==> src/pkg/cfg_lock_pkg.sv <==
// constants and types for the configuration lock and strap status block
package cfg_lock_pkg;

    // ==========================================================
    // register indices (byte address is four times the index)
    localparam logic [7:0] IDX_CTRL    = 8'h3b;
    localparam logic [7:0] IDX_STATUS  = 8'h3c;
    localparam logic [7:0] IDX_LOCK_LO = 8'h20;
    localparam logic [7:0] IDX_LOCK_HI = 8'h3f;

    // ==========================================================
    // control register field positions
    localparam int CTRL_LOCK_BIT   = 7;
    localparam int CTRL_WIN_LSB    = 4;
    localparam int CTRL_PROT_LSB   = 0;

    // status register field positions
    localparam int STS_CMOD_BIT    = 7;
    localparam int STS_POLICY_BIT  = 6;
    localparam int STS_FN3_BIT     = 3;
    localparam int STS_FN1_BIT     = 1;
    localparam int STS_FN0_BIT     = 0;

    // ==========================================================
    // values after reset
    localparam logic       LOCK_RESET  = 1'b0;
    localparam logic [2:0] WIN_RESET   = 3'b100;
    localparam logic [3:0] PROT_RESET  = 4'h0;

    // window codes: 000..011 give 1..4 us, 100 and above disable
    localparam logic [2:0] WIN_MAX_ON  = 3'b011;
    localparam logic [2:0] WIN_OFF     = 3'b100;

    // ==========================================================
    // timing
    localparam int CLK_KHZ         = 125000;
    localparam int WIN_UNIT_NS     = 1000;
    localparam int CYC_PER_US      = (WIN_UNIT_NS * CLK_KHZ + 999999) / 1000000;

    // ==========================================================
    // strap lines sampled at the power-good rising edge
    typedef struct packed {
        logic cache_module_present_n;
        logic cache_policy_strap;
        logic pin_function_strap_3;
        logic pin_function_strap_1;
        logic pin_function_strap_0;
    } straps_t;

    localparam straps_t STRAPS_RESET = '{1'b1, 1'b0, 1'b0, 1'b0, 1'b0};

    // timer states
    typedef enum logic [1:0] {
        WIN_IDLE = 2'b01,
        WIN_RUN  = 2'b10
    } win_state_t;

endpackage

==> src/hdl/config_lock_and_strap_status.sv <==
// apb register bank for configuration lock, rom protect and strap status
`timescale 1ns/1ps

// Overview of operation
// RULE1 - lock bit 7 set makes indices 20h to 3Fh read-only, writes ignored
// RULE2 - software cannot clear the lock; only power-on or system reset clears it
// RULE3 - window field codes 000..011 give 1..4 us, 100 disables the guarantee
// RULE4 - timer starts when refresh ends; others granted only after it expires
// RULE5 - window field resets to 100, no guaranteed cpu window
// RULE6 - a set protect bit suppresses rom chip select for its segment
// RULE7 - protect bits 3,2,1,0 map to F, E, C, D 64k segments
// RULE8 - protect bits are set-only; cleared only by power removal
// RULE9 - status bit 7 shows the latched cache module presence strap, low present
// RULE10 - status bit 6 shows cache policy strap: 0 write-back, 1 write-through
// RULE11 - status bit 3 shows strap 3: 1 power-management input, 0 direction control
// RULE12 - status bit 1 shows strap 1: 0 local request/grant, 1 extra row strobes
// RULE13 - status bit 0 shows strap 0: 0 local ready, 1 zero-wait-state input
// RULE14 - strap lines are sampled at the power-good rising edge and held
// RULE15 - locked writes complete without error; reserved status bits read zero
module config_lock_and_strap_status #(
    parameter int ADDR_W = 12,
    parameter int CYC_US = cfg_lock_pkg::CYC_PER_US
) (
    // clock and power-on reset
    input  wire logic                 pclk,
    input  wire logic                 presetn,
    // apb slave
    input  wire logic                 psel,
    input  wire logic                 penable,
    input  wire logic                 pwrite,
    input  wire logic [ADDR_W-1:0]    paddr,
    input  wire logic [31:0]          pwdata,
    input  wire logic [3:0]           pstrb,
    output logic [31:0]               prdata,
    output logic                      pready,
    output logic                      pslverr,
    // system reset and power good
    input  wire logic                 sys_reset,
    input  wire logic                 power_good_in,
    // strap lines
    input  wire cfg_lock_pkg::straps_t straps_in,
    // bus arbitration
    input  wire logic                 refresh_n,
    output logic                      cpu_window_active,
    output logic                      other_grant_allowed,
    // boot rom select
    input  wire logic [3:0]           rom_seg_addr,
    input  wire logic                 rom_select_raw_n,
    output logic                      boot_rom_select_n,
    // pin function selects and cache status
    output logic                      ext_power_mgmt_sel,
    output logic                      row_strobe_sel,
    output logic                      zero_wait_state_sel,
    output logic                      cache_module_present,
    output logic                      cache_write_through,
    // lock status
    output logic                      config_locked
);

    // ==========================================================
    // block state

    typedef struct packed {
        logic                  lock;
        logic [2:0]            window_sel;
        logic [3:0]            protect;
        cfg_lock_pkg::straps_t straps;
        logic                  power_good_prev;
        logic [7:0]            rdata;
        logic                  err;
    } state_t;

    state_t s_q;
    state_t s_d;

    // ==========================================================
    // decode helpers

    // register index from a byte address; low two bits ignored
    function automatic logic [7:0] reg_index(input logic [ADDR_W-1:0] a);
        reg_index = a[9:2];
    endfunction

    // index falls in the range the lock freezes
    function automatic logic in_lock_range(input logic [7:0] idx);
        in_lock_range = (idx >= cfg_lock_pkg::IDX_LOCK_LO)
                     && (idx <= cfg_lock_pkg::IDX_LOCK_HI);
    endfunction

    // only the two registers of this bank are mapped
    function automatic logic is_mapped(input logic [7:0] idx);
        is_mapped = (idx == cfg_lock_pkg::IDX_CTRL)
                 || (idx == cfg_lock_pkg::IDX_STATUS);
    endfunction

    // protect bit covering a 64k segment of the boot area
    function automatic logic seg_protected(input logic [3:0] seg,
                                           input logic [3:0] prot);
        unique case (seg)
            4'hf:    seg_protected = prot[3]; // RULE7
            4'he:    seg_protected = prot[2]; // RULE7
            4'hc:    seg_protected = prot[1]; // RULE7
            4'hd:    seg_protected = prot[0]; // RULE7
            default: seg_protected = 1'b0;
        endcase
    endfunction

    // ==========================================================
    // register images

    logic [7:0] ctrl_image;
    logic [7:0] status_image;

    // control register as read back
    always_comb begin
        ctrl_image = 8'h00;
        ctrl_image[cfg_lock_pkg::CTRL_LOCK_BIT] = s_q.lock;
        ctrl_image[cfg_lock_pkg::CTRL_WIN_LSB +: 3] = s_q.window_sel;
        ctrl_image[cfg_lock_pkg::CTRL_PROT_LSB +: 4] = s_q.protect;
    end

    // status register; bits 5:4 and 2 stay zero
    always_comb begin
        status_image = 8'h00; // RULE15
        status_image[cfg_lock_pkg::STS_CMOD_BIT] = s_q.straps.cache_module_present_n; // RULE9
        status_image[cfg_lock_pkg::STS_POLICY_BIT] = s_q.straps.cache_policy_strap; // RULE10
        status_image[cfg_lock_pkg::STS_FN3_BIT] = s_q.straps.pin_function_strap_3; // RULE11
        status_image[cfg_lock_pkg::STS_FN1_BIT] = s_q.straps.pin_function_strap_1; // RULE12
        status_image[cfg_lock_pkg::STS_FN0_BIT] = s_q.straps.pin_function_strap_0; // RULE13
    end

    // ==========================================================
    // bus phases

    logic       setup_phase;
    logic       write_commit;
    logic [7:0] idx;
    logic [7:0] wbyte;
    logic       lane0;

    // the slave answers in the first access cycle; read data is
    // captured in setup so that prdata always comes from a flop
    assign setup_phase  = psel && !penable;
    assign write_commit = psel && penable && pwrite;
    assign idx          = reg_index(paddr);
    assign wbyte        = pwdata[7:0];
    assign lane0        = pstrb[0];

    // ==========================================================
    // next state

    logic power_good_rise;

    always_comb begin
        s_d = s_q;
        s_d.power_good_prev = power_good_in;
        power_good_rise = power_good_in && !s_q.power_good_prev;

        // read data and error captured at setup
        if (setup_phase) begin
            s_d.err = !is_mapped(idx);
            if (pwrite) begin
                s_d.rdata = 8'h00;
            end else if (idx == cfg_lock_pkg::IDX_CTRL) begin
                s_d.rdata = ctrl_image;
            end else if (idx == cfg_lock_pkg::IDX_STATUS) begin
                s_d.rdata = status_image;
            end else begin
                s_d.rdata = 8'h00;
            end
        end

        // control write; the lock freezes the whole range, itself included
        if (write_commit && lane0 && (idx == cfg_lock_pkg::IDX_CTRL)
            && !(s_q.lock && in_lock_range(idx))) begin // RULE1
            // lock can be set by software but never cleared by it
            s_d.lock = s_q.lock | wbyte[cfg_lock_pkg::CTRL_LOCK_BIT]; // RULE2
            s_d.window_sel = wbyte[cfg_lock_pkg::CTRL_WIN_LSB +: 3]; // RULE3
            // protect bits only accumulate
            s_d.protect = s_q.protect | wbyte[cfg_lock_pkg::CTRL_PROT_LSB +: 4]; // RULE8
        end

        // system reset clears the lock but leaves protect bits alone
        if (sys_reset) begin
            s_d.lock = cfg_lock_pkg::LOCK_RESET; // RULE2
        end

        // straps latched on the power-good rising edge, held after
        if (power_good_rise) begin
            s_d.straps = straps_in; // RULE14
        end
    end

    // ==========================================================
    // state register; presetn stands for power-on

    always_ff @(posedge pclk or negedge presetn) begin
        if (!presetn) begin
            s_q.lock       <= cfg_lock_pkg::LOCK_RESET; // RULE2
            s_q.window_sel <= cfg_lock_pkg::WIN_RESET; // RULE5
            s_q.protect    <= cfg_lock_pkg::PROT_RESET; // RULE8
            s_q.straps     <= cfg_lock_pkg::STRAPS_RESET;
            s_q.power_good_prev <= 1'b0;
            s_q.rdata      <= 8'h00;
            s_q.err        <= 1'b0;
        end else begin
            s_q <= s_d;
        end
    end

    // ==========================================================
    // bus outputs

    // locked writes answer like any other write, without error
    assign pready  = 1'b1;
    assign prdata  = {24'h000000, s_q.rdata};
    assign pslverr = psel && penable && s_q.err; // RULE15

    // ==========================================================
    // cpu ownership window

    cpu_window_timer #(
        .CYC_US (CYC_US)
    ) cpu_window_timer_inst (
        .pclk              (pclk),
        .presetn           (presetn),
        .window_sel        (s_q.window_sel),
        .refresh_n         (refresh_n),
        .cpu_window_active (cpu_window_active)
    );

    // other requesters wait out the window
    assign other_grant_allowed = !cpu_window_active; // RULE4

    // ==========================================================
    // boot rom select gating

    // combinational so the chip select keeps the decode timing;
    // a protected segment never sees the select go low
    assign boot_rom_select_n = rom_select_raw_n
                             | seg_protected(rom_seg_addr, s_q.protect); // RULE6

    // ==========================================================
    // pin functions and cache status from held straps

    assign ext_power_mgmt_sel   = s_q.straps.pin_function_strap_3; // RULE11
    assign row_strobe_sel       = s_q.straps.pin_function_strap_1; // RULE12
    assign zero_wait_state_sel  = s_q.straps.pin_function_strap_0; // RULE13
    assign cache_module_present = !s_q.straps.cache_module_present_n; // RULE9
    assign cache_write_through  = s_q.straps.cache_policy_strap; // RULE10
    assign config_locked        = s_q.lock;

endmodule

==> src/hdl/cpu_window_timer.sv <==
// cpu bus ownership window timer started at the end of each refresh
`timescale 1ns/1ps

module cpu_window_timer #(
    parameter int CYC_US = cfg_lock_pkg::CYC_PER_US
) (
    // clock and reset
    input  wire logic       pclk,
    input  wire logic       presetn,
    // control
    input  wire logic [2:0] window_sel,
    input  wire logic       refresh_n,
    // status
    output logic            cpu_window_active
);

    typedef struct packed {
        cfg_lock_pkg::win_state_t st;
        logic                     refresh_n_prev;
        logic [7:0]               div;
        logic [2:0]               us_left;
    } tstate_t;

    tstate_t s_q;
    tstate_t s_d;
    logic    refresh_end;
    logic    us_tick;
    logic    enabled;

    // ==========================================================
    // next state
    always_comb begin
        s_d = s_q;
        s_d.refresh_n_prev = refresh_n;
        refresh_end = !s_q.refresh_n_prev && refresh_n;
        us_tick = (s_q.div == 8'(CYC_US - 1));
        enabled = (window_sel <= cfg_lock_pkg::WIN_MAX_ON);
        unique case (s_q.st)
            cfg_lock_pkg::WIN_IDLE: begin
                s_d.div = 8'h00;
            end
            cfg_lock_pkg::WIN_RUN: begin
                // one-cycle microsecond enable from the divider
                if (us_tick) begin
                    s_d.div = 8'h00;
                    s_d.us_left = s_q.us_left - 3'h1;
                    if (s_q.us_left == 3'h1) begin
                        s_d.st = cfg_lock_pkg::WIN_IDLE; // RULE4
                    end
                end else begin
                    s_d.div = s_q.div + 8'h01;
                end
            end
            default: begin
                s_d.st = cfg_lock_pkg::WIN_IDLE;
            end
        endcase
        // a fresh refresh end restarts the window from its full length
        if (refresh_end && enabled) begin
            s_d.st = cfg_lock_pkg::WIN_RUN; // RULE4
            s_d.div = 8'h00;
            s_d.us_left = window_sel + 3'h1; // RULE3
        end
        // reprogramming to disabled drops any window in progress
        if (!enabled) begin
            s_d.st = cfg_lock_pkg::WIN_IDLE; // RULE3
        end
    end

    // state register
    always_ff @(posedge pclk or negedge presetn) begin
        if (!presetn) begin
            s_q <= '{cfg_lock_pkg::WIN_IDLE, 1'b1, 8'h00, 3'h0};
        end else begin
            s_q <= s_d;
        end
    end

    assign cpu_window_active = (s_q.st == cfg_lock_pkg::WIN_RUN);

endmodule

==> config.mk <==
export PLATFORM = sky130hd
export DESIGN_NAME = config_lock_and_strap_status
export DESIGN_NICKNAME = d
export VERILOG_FILES = /design/src/pkg/cfg_lock_pkg.sv /design/src/hdl/config_lock_and_strap_status.sv /design/src/hdl/cpu_window_timer.sv
export SDC_FILE = /design/constraint.sdc
export NUM_CORES = 1
export LEC_CHECK = 0
export BUFFER_PORTS_ARGS = -buffer_cell sky130_fd_sc_hd__buf_2
export CAP_MARGIN = 25
export CORE_MARGIN = 2
export CORE_UTILIZATION = 35
export CTS_CLUSTER_DIAMETER = 50
export DETAILED_ROUTE_END_ITERATION = 8
export PLACE_DENSITY_LB_ADDON = 0.1
export SYNTH_ARGS = -nofsm -noshare
export SYNTH_HDL_FRONTEND = slang
export SYNTH_SLANG_ARGS = --single-unit
export TNS_END_PERCENT = 100
==> constraint.sdc <==
create_clock -name pclk -period 2.4 [get_ports pclk]
set_clock_uncertainty 0.1 [all_clocks]
set_input_delay 0.24 -clock pclk [delete_from_list [all_inputs] [get_ports pclk]]
set_output_delay 0.24 -clock pclk [all_outputs]
set_load 0.01 [all_outputs]
==> out/qor.csv, run 1 <==
stage;metric;value;unit
outcome;status;complete, no violations;
clocking;clock tree sinks;37;
logic_synthesis;synthesis-stage register bit count;37;
setup_path;WP data required;2.50;ns
worst_hold_path;Hold Crit Class;primary input to flop;
global_route;GRT Util Overall;0.132;
sta;WHS;0.0586;ns
logic_synthesis;synth unique cells;41;
placement;number of port buffers;52;
power;Leakage;1.27;nW
sta;setup TNS;0;ns
floorplan;Starting Density;0.357;
logic_synthesis;Adder-Cell Fraction of Synth Area;0.0479;
logic_synthesis;Synth Area in Compound Gates;0.125;
logic_synthesis;Post-Synth Simple-Gate Area;0.150;
logic_synthesis;Area contributors post-synth;dfrtp_1 40%, buf_4 12%, dfstp_2 5.0%, ha_1 4.8%, mux2_2 4.3%;
detailed_routing;Routed Antenna Nets;0;
detailed_routing;drt pass-1 iters;4;
power;sequential share of power;0.514;
setup_path;critical path arrival;2.21;ns
setup_path;CP Launch Type;flop;
sta;Max Clk Rate;0.473;GHz
global_route;largest net degree at the start of global routing;38;
clocking;H-tree depth;2;
layout;share of layout cells above drive strength 1;0.339;
logic_synthesis;cell area after synthesis;2090;um^2
layout;area grow syn2layout;15.7;%
logic_synthesis;multiplexer share of the synthesized area;0.0683;
global_route;initial antenna violation count;0;
layout;antenna diode count;0;
placement;dpl hpwl;3040;um
logic_synthesis;largest family of logic cells by synthesized area;buffers and inverters;
detailed_routing;Metal-1 WL;1860;um
clocking;worst skew pair latency;0.28;ns
detailed_routing;WL per Instance;12.3;um
power;Clk pwr share;0.309;
detailed_routing;metal2 WL;1840;um
layout;# nets final;321;
sta;RSZ-0062 raised after global routing;no;
clocking;Clock Path Buffers;2;
floorplan;# IOs;109;
clocking;clock slew at reported path FFs;0.07;ns
logic_synthesis;EDFF count, synth;0;
setup_path;largest fanout on the critical path;10;
power;internal cell power;0.949;mW
logic_synthesis;Yosys top cell by area;dfrtp_1;
power;Sw Pwr;0.370;mW
logic_synthesis;Ys Warns;0;
clocking;Post-CTS Resized;0;
sta;Setup Viol. Count Final;0;
sta;Tmin final;2.11;ns
detailed_routing;via count;1495;
floorplan;row cnt;28;
sta;measured slew at the worst slew-check pin;0.846;ns
logic_synthesis;Avg Inst Size Synth;10.8;um^2
detailed_routing;aggregate routed wire length;3980;um
logic_synthesis;sequential element share of the synthesized area;0.446;
floorplan;Die Footprint;6600;um^2
sta;Final period util;0.880;
clocking;Root Driver;clkbuf_8;
setup_path;Crit. End Element;flop;
global_route;vias in the first global route;1467;
global_route;first-pass GRT wire length;6630;um
detailed_routing;Avg Vias per Cell;4.63;
detailed_routing;max layer used;met4;
clocking;number of buffers created by CTS;5;
detailed_routing;post-route DRC violation count;0;
floorplan;Die Ht;81.3;um
power;sw frac;0.280;
logic_synthesis;dominant register cell in the synthesized netlist;dfrtp_1;
power;pwr/cell area;546;nW/um^2
sta;Final Max Slew Viols;0;
run;max-cap check violation count;0;
setup_path;critical setup path kind;flop to flop;
logic_synthesis;Post-synth top cells;33 x buf_4, 33 x dfrtp_1, 16 x inv_1, 12 x a21oi_1;
logic_synthesis;FFs w/ async S/R, synth;1.00;
logic_synthesis;Synth Area in XOR/XNOR;0.00838;
logic_synthesis;share of the synthesized area in the top cell type;0.395;
power;Max VDD drop;0.336;mV
floorplan;Die Span X;81.3;um
detailed_routing;met3 routed WL;241;um
sta;Rel. slew slack;0.436;
floorplan;Placeable Area;5850;um^2
layout;Final Core Density;0.413;
layout;fillcell total;595;
sta;Hold Vio Cnt, Final;0;
power;Comb pwr share;0.177;
global_route;grt ovf;0;
logic_synthesis;Synth Instances;193;
placement;RePlAce Congestion;0.676;
detailed_routing;Initial DRC Count;82;
clocking;CTS tree;yes;
-- layout make-up --
cell class / instances / area (um^2) / share of cell area
Multi-Input combinational cell: 128 / 930 / 0.385
Clock inverter: 2 / 10.0 / 0.00414
Inverter: 16 / 60.1 / 0.0248
Sequential cell: 37 / 931 / 0.385
Timing Repair Buffer: 59 / 320 / 0.133
Clock buffer: 6 / 72.6 / 0.0300
Tap cell: 75 / 93.8 / 0.0388
-- final timing paths --
kind	from	to	slack, ns	depth (start not counted)
min	pwdata[0]	ctrl_image[0]	0.06	2
min reg2reg	s_q[0]	s_q[0]	0.39	2
max in group asynchronous	presetn	row_strobe_sel	1.15	2
min in group asynchronous	presetn	cpu_window_timer_inst.s_q[0]	0.50	2
max	cpu_window_timer_inst.s_q[12]	cpu_window_timer_inst.s_q[10]	0.29	7
max reg2reg	cpu_window_timer_inst.s_q[12]	cpu_window_timer_inst.s_q[10]	0.29	7
-- metal layers --
metal | track usage | up-vias
met2 | 0.215 | 50
li1 | - | 742
met1 | 0.170 | 699
met4 | 0.0407 | 0
met3 | 0.0367 | 4
met5 | 0 | -
-- critical path, stage by stage (launching register included) --
cell	delay, ns
dfstp_2	0.55
inv_1	0.04
ha_1	0.35
inv_1	0.12
a31oi_1	0.05
buf_4	0.18
or4_1	0.49
a21oi_1	0.16
-- cells by family after synthesis --
group	Yosys count
other	2
xor gates and xnor gates	2
DFF	37
adders and majority gates	8
buffers and inverters	51
and+or+nand+nor	42
muxes	12
AOI/OAI and AO/OA	39
-- flip-flops by register name, summed over array words and instances (netlist names), 3 cells and up --
name	cells
cpu_window_timer_inst.s_q	14
ctrl_image	7
prdata	8
s_q	3
-- cell usage in the layout, fill, tap and decap left out, types with 3 or more instances in the layout --
master         instances
buf_2                 52
dfrtp_1               33
conb_1                25
inv_1                 16
a21oi_1               12
mux2_2                 8
ha_1                   8
o21ai_0                7
nand2_1                6
a222oi_1               5
clkbuf_8               5
and3_1                 4
nor2b_1                4
a21o_1                 4
a22o_1                 4
dfstp_2                4
buf_4                  4
nand3_1                3
nand4_1                3
mux2i_1                3
or3_1                  3
o31ai_1                3
dlygate4sd3_1          3
-- through the flow --
stage	worst slack (ns)	std cells	area, um^2	total power, mW
2_1_floorplan	0.481	216	2180	0.847
3_3_place_gp	0.328	312	2300	0.920
3_5_place_dp	0.298	312	2300	0.921
4_1_cts	0.281	323	2420	1.34
5_1_grt	0.137	323	2420	1.41
6_report	0.288	323	2420	1.32
-- timing repair --
item                       4_1_cts  5_1_grt
hold endpoints to repair        35        0
setup buffers                    0        0
hold buffers                     3        0
setup endpoints to repair        0        0
-- power by group through the flow --
| stage | clock (mW) | combinational, mW | sequential, mW |
|---|---|---|---|
| 2_1_floorplan | 0 | 0.156 | 0.691 |
| 5_1_grt | 0.463 | 0.266 | 0.682 |
| 3_3_place_gp | 0 | 0.231 | 0.689 |
| 4_1_cts | 0.428 | 0.235 | 0.679 |
| 3_5_place_dp | 0 | 0.230 | 0.690 |
| 6_report | 0.408 | 0.233 | 0.679 |
No activity file was read; power rests on OpenSTA's default activity.
==> inputs of run 2 (changes only) <==
- ABC_AREA: not set -> 1
- RECOVER_POWER: not set -> 25
==> out/qor.csv, run 2 <==
stage;metric;value;unit;change
layout;most common cell after layout, fill and taps aside;nand2_1;;was buf_2
detailed_routing;Routed Antenna Nets;0;;unchanged
setup_path;delay of the slowest critical-path stage;0.41;ns;was 0.55 ns
layout;share of layout cells above drive strength 1;0.214;;was 0.339
placement;RePlAce Congestion;0.744;;was 0.676
setup_path;slowest CP cell;dfrtp_1;;was dfstp_2
logic_synthesis;Yosys top cell by area;dfrtp_1;;unchanged
setup_path;largest fanout on the critical path;16;;was 10
logic_synthesis;EDFF count, synth;0;;unchanged
clocking;H-tree depth;2;;unchanged
detailed_routing;post-route DRC violation count;0;;unchanged
layout;antenna diode count;0;;unchanged
power;pwr/cell area;506;nW/um^2;was 546 nW/um^2
floorplan;Die Span X;83.7;um;was 81.3 um
global_route;grt ovf;0;;unchanged
logic_synthesis;synth unique cells;30;;was 41
floorplan;Die Ht;83.7;um;was 81.3 um
global_route;initial antenna violation count;0;;unchanged
global_route;largest net degree at the start of global routing;38;;unchanged
detailed_routing;drt pass-1 iters;4;;unchanged
placement;number of port buffers;52;;unchanged
setup_path;CP delay by family, top;simple AND/OR/NAND/NOR gates;;was flip-flops
clocking;post-CTS setup buffers;0;;unchanged
sta;Final period util;0.734;;was 0.880
floorplan;row cnt;29;;was 28
clocking;CTS tree;yes;;unchanged
logic_synthesis;Synth Area in XOR/XNOR;0.00789;;was 0.00838
logic_synthesis;Avg Inst Size Synth;8.17;um^2;was 10.8 um^2
detailed_routing;via count;1700;;was 1495
logic_synthesis;Adder-Cell Fraction of Synth Area;0.0451;;was 0.0479
logic_synthesis;Post-Synth Simple-Gate Area;0.243;;was 0.150
setup_path;WP data required;2.49;ns;was 2.50 ns
clocking;number of buffers created by CTS;5;;unchanged
detailed_routing;aggregate routed wire length;4380;um;was 3980 um
power;sw frac;0.254;;was 0.280
clocking;Clock Path Buffers;2;;unchanged
global_route;GRT Util Overall;0.136;;was 0.132
worst_hold_path;WHS Endpoint;ctrl_image[3];;was ctrl_image[0]
power;Comb pwr share;0.115;;was 0.177
sta;Final Max Slew Viols;0;;unchanged
floorplan;Starting Density;0.356;;was 0.357
logic_synthesis;largest family of logic cells by synthesized area;simple AND/OR/NAND/NOR gates;;was buffers and inverters
clocking;worst skew pair latency;0.29;ns;was 0.28 ns
global_route;vias in the first global route;1645;;was 1467
logic_synthesis;share of the synthesized area in the top cell type;0.372;;was 0.395
setup_path;Crit. End Element;flop;;unchanged
logic_synthesis;Ys Warns;0;;unchanged
detailed_routing;WL per Instance;11.0;um;was 12.3 um
setup_path;Reg2Reg Depth;10;;was 7
logic_synthesis;Post-synth top cells;69 x nand2_1, 33 x buf_4, 33 x dfrtp_1, 32 x inv_1, 17 x nand3_1;;was 33 x buf_4, 33 x dfrtp_1, 16 x inv_1, 12 x a21oi_1
setup_path;CP cell instances;ha_1, ha_1, inv_1, nand2_2, nand2_4, nand2_2, nand3_1, nand2_1, nand2_1, nor2_1;;was inv_1, ha_1, inv_1, a31oi_1, buf_4, or4_1, a21oi_1
floorplan;Die Footprint;7000;um^2;was 6600 um^2
layout;Largest Register;cpu_window_timer_inst.s_q;;unchanged
logic_synthesis;synthesis-stage register bit count;37;;unchanged
sta;Setup Viol. Count Final;0;;unchanged
logic_synthesis;Synth Area in Compound Gates;0.0766;;was 0.125
power;sequential share of power;0.526;;was 0.514
worst_hold_path;Hold Crit Class;primary input to flop;;unchanged
layout;# nets final;396;;was 321
logic_synthesis;FFs w/ async S/R, synth;1.00;;unchanged
logic_synthesis;cell area after synthesis;2220;um^2;was 2090 um^2
run;max-cap check violation count;0;;unchanged
setup_path;critical setup path kind;flop to flop;;unchanged
setup_path;critical path arrival;1.85;ns;was 2.21 ns
global_route;first-pass GRT wire length;7670;um;was 6630 um
setup_path;WP buf/inv;1;;was 3
logic_synthesis;top-count cell post-synth;nand2_1;;
placement;dpl hpwl;3350;um;was 3040 um
layout;area grow syn2layout;12.1;%;was 15.7%
sta;Tmin final;1.76;ns;was 2.11 ns
layout;fillcell total;681;;was 595
logic_synthesis;Synth Instances;272;;was 193
layout;Finished Cell Area;2490;um^2;was 2420 um^2
floorplan;Placeable Area;6240;um^2;was 5850 um^2
setup_path;launch point of the worst reg-to-reg path;ctrl_image[4];;was cpu_window_timer_inst.s_q[12]
setup_path;R2R Path End;cpu_window_timer_inst.s_q[9];;was cpu_window_timer_inst.s_q[10]
logic_synthesis;sequential element share of the synthesized area;0.419;;was 0.446
logic_synthesis;dominant register cell in the synthesized netlist;dfrtp_1;;unchanged
power;internal cell power;0.940;mW;was 0.949 mW
logic_synthesis;multiplexer share of the synthesized area;0.0203;;was 0.0683
floorplan;# IOs;109;;unchanged
sta;Max Clk Rate;0.568;GHz;was 0.473 GHz
setup_path;r2r setup slk;0.64;ns;was 0.29 ns
sta;setup TNS;0;ns;unchanged
outcome;status;complete, no violations;;unchanged
layout;most frequent cells in the layout;69 x nand2_1, 39 x buf_2, 33 x dfrtp_1, 32 x inv_1, 25 x conb_1;;was 52 x buf_2, 33 x dfrtp_1, 25 x conb_1, 16 x inv_1, 12 x a21oi_1
placement;Post-DP Area;2380;um^2;was 2300 um^2
setup_path;CP Launch Type;flop;;unchanged
detailed_routing;Avg Vias per Cell;4.25;;was 4.63
sta;RSZ-0062 raised after global routing;no;;unchanged
power;Clk pwr share;0.359;;was 0.309
detailed_routing;Initial DRC Count;64;;was 82
clocking;clock slew at reported path FFs;0.07;ns;about the same
worst_hold_path;worst hold path depth;3;;was 2
logic_synthesis;Area contributors post-synth;dfrtp_1 37%, nand2_1 12%, buf_4 11%, inv_1 5.4%, dfstp_2 4.7%;;was dfrtp_1 40%, buf_4 12%, dfstp_2 5.0%, ha_1 4.8%, mux2_2 4.3%
layout;number of flip-flops in the largest register;14;;unchanged
clocking;clock tree sinks;37;;unchanged
sta;measured slew at the worst slew-check pin;0.848;ns;was 0.846 ns
power;Max VDD drop;0.327;mV;was 0.336 mV
sta;Rel. slew slack;0.434;;was 0.436
clocking;Root Driver;clkbuf_8;;unchanged
power;Sw Pwr;0.319;mW;was 0.370 mW
worst_hold_path;Hold Startpoint;pwdata[3];;was pwdata[0]
power;Leakage;1.34;nW;was 1.27 nW
sta;Hold Vio Cnt, Final;0;;unchanged
## run 2: cell families (layout without fill, tap and decap cells)
family,after synthesis,after routing
xor+xnor,2,2
flops,37,37
mux,4,4
fa+ha+maj,8,8
simple gates,120,120
other cells,2,25
buf+inv,70,98
compound gates,29,29
## run 2: worst reg2reg max path: cells and delay by family, from the launching register on
| family | cells | cell delay [ns] |
|---|---|---|
| and+or+nand+nor | 7 | 0.71 |
| DFF | 1 | 0.41 |
| adders and majority gates | 2 | 0.38 |
| buffers and inverters | 1 | 0.06 |
## run 2: timing repair
action                     4_1_cts  5_1_grt
hold buffers                     4        0
resized for setup                0        0
setup endpoints to repair        0        0
hold endpoints to repair        36        0
## run 2: through the flow
stage / setup WS [ns] / hold slack, ns / power [mW] / std cells / util
final: 0.639 / 0.0359 / 1.26 / 400 / 0.399
after global placement: 0.616 / 0.255 / 0.819 / 388 / 0.382
after global routing: 0.428 / 0.0410 / 1.34 / 400 / 0.399
after CTS: 0.608 / 0.0300 / 1.29 / 400 / 0.403
after detailed placement: 0.627 / 0.259 / 0.820 / 388 / 0.382
after floorplan: 0.830 / -0.156 / 0.781 / 295 / -
## run 2: layer usage
layer  track usage  part of all wire  up-vias
met1         0.187              0.51      754
met2         0.203              0.42       41
li1              -                 -      899
met5             0                 0        -
met3        0.0406             0.051        6
met4        0.0528             0.016        0
## run 2: worst max-delay path by stage
stage | from | endpoint | cells past startpoint
2_1_floorplan | cpu_window_timer_inst.s_q[12] | cpu_window_timer_inst.s_q[13] | 8
3_3_place_gp | ctrl_image[4] | cpu_window_timer_inst.s_q[9] | 10
6_report | ctrl_image[4] | cpu_window_timer_inst.s_q[9] | 10
5_1_grt | ctrl_image[6] | cpu_window_timer_inst.s_q[9] | 10
4_1_cts | ctrl_image[4] | cpu_window_timer_inst.s_q[9] | 10
3_5_place_dp | ctrl_image[4] | cpu_window_timer_inst.s_q[9] | 10
## run 2: cell type report
cell class,count,area (um^2),share of cell area
clock buffer,8,90.1,0.0362
inverter,34,128,0.0513
multi-input combinational,188,960,0.386
tap,77,96.3,0.0387
sequential,37,931,0.374
timing repair buffer,56,284,0.114
## run 2: power groups by stage
stage	Sequential, mW	Clock [mW]	Combinational (mW)
after detailed placement	0.674	0	0.146
after CTS	0.662	0.474	0.151
final	0.662	0.452	0.145
after floorplan	0.676	0	0.105
after global routing	0.665	0.505	0.166
after global placement	0.673	0	0.146
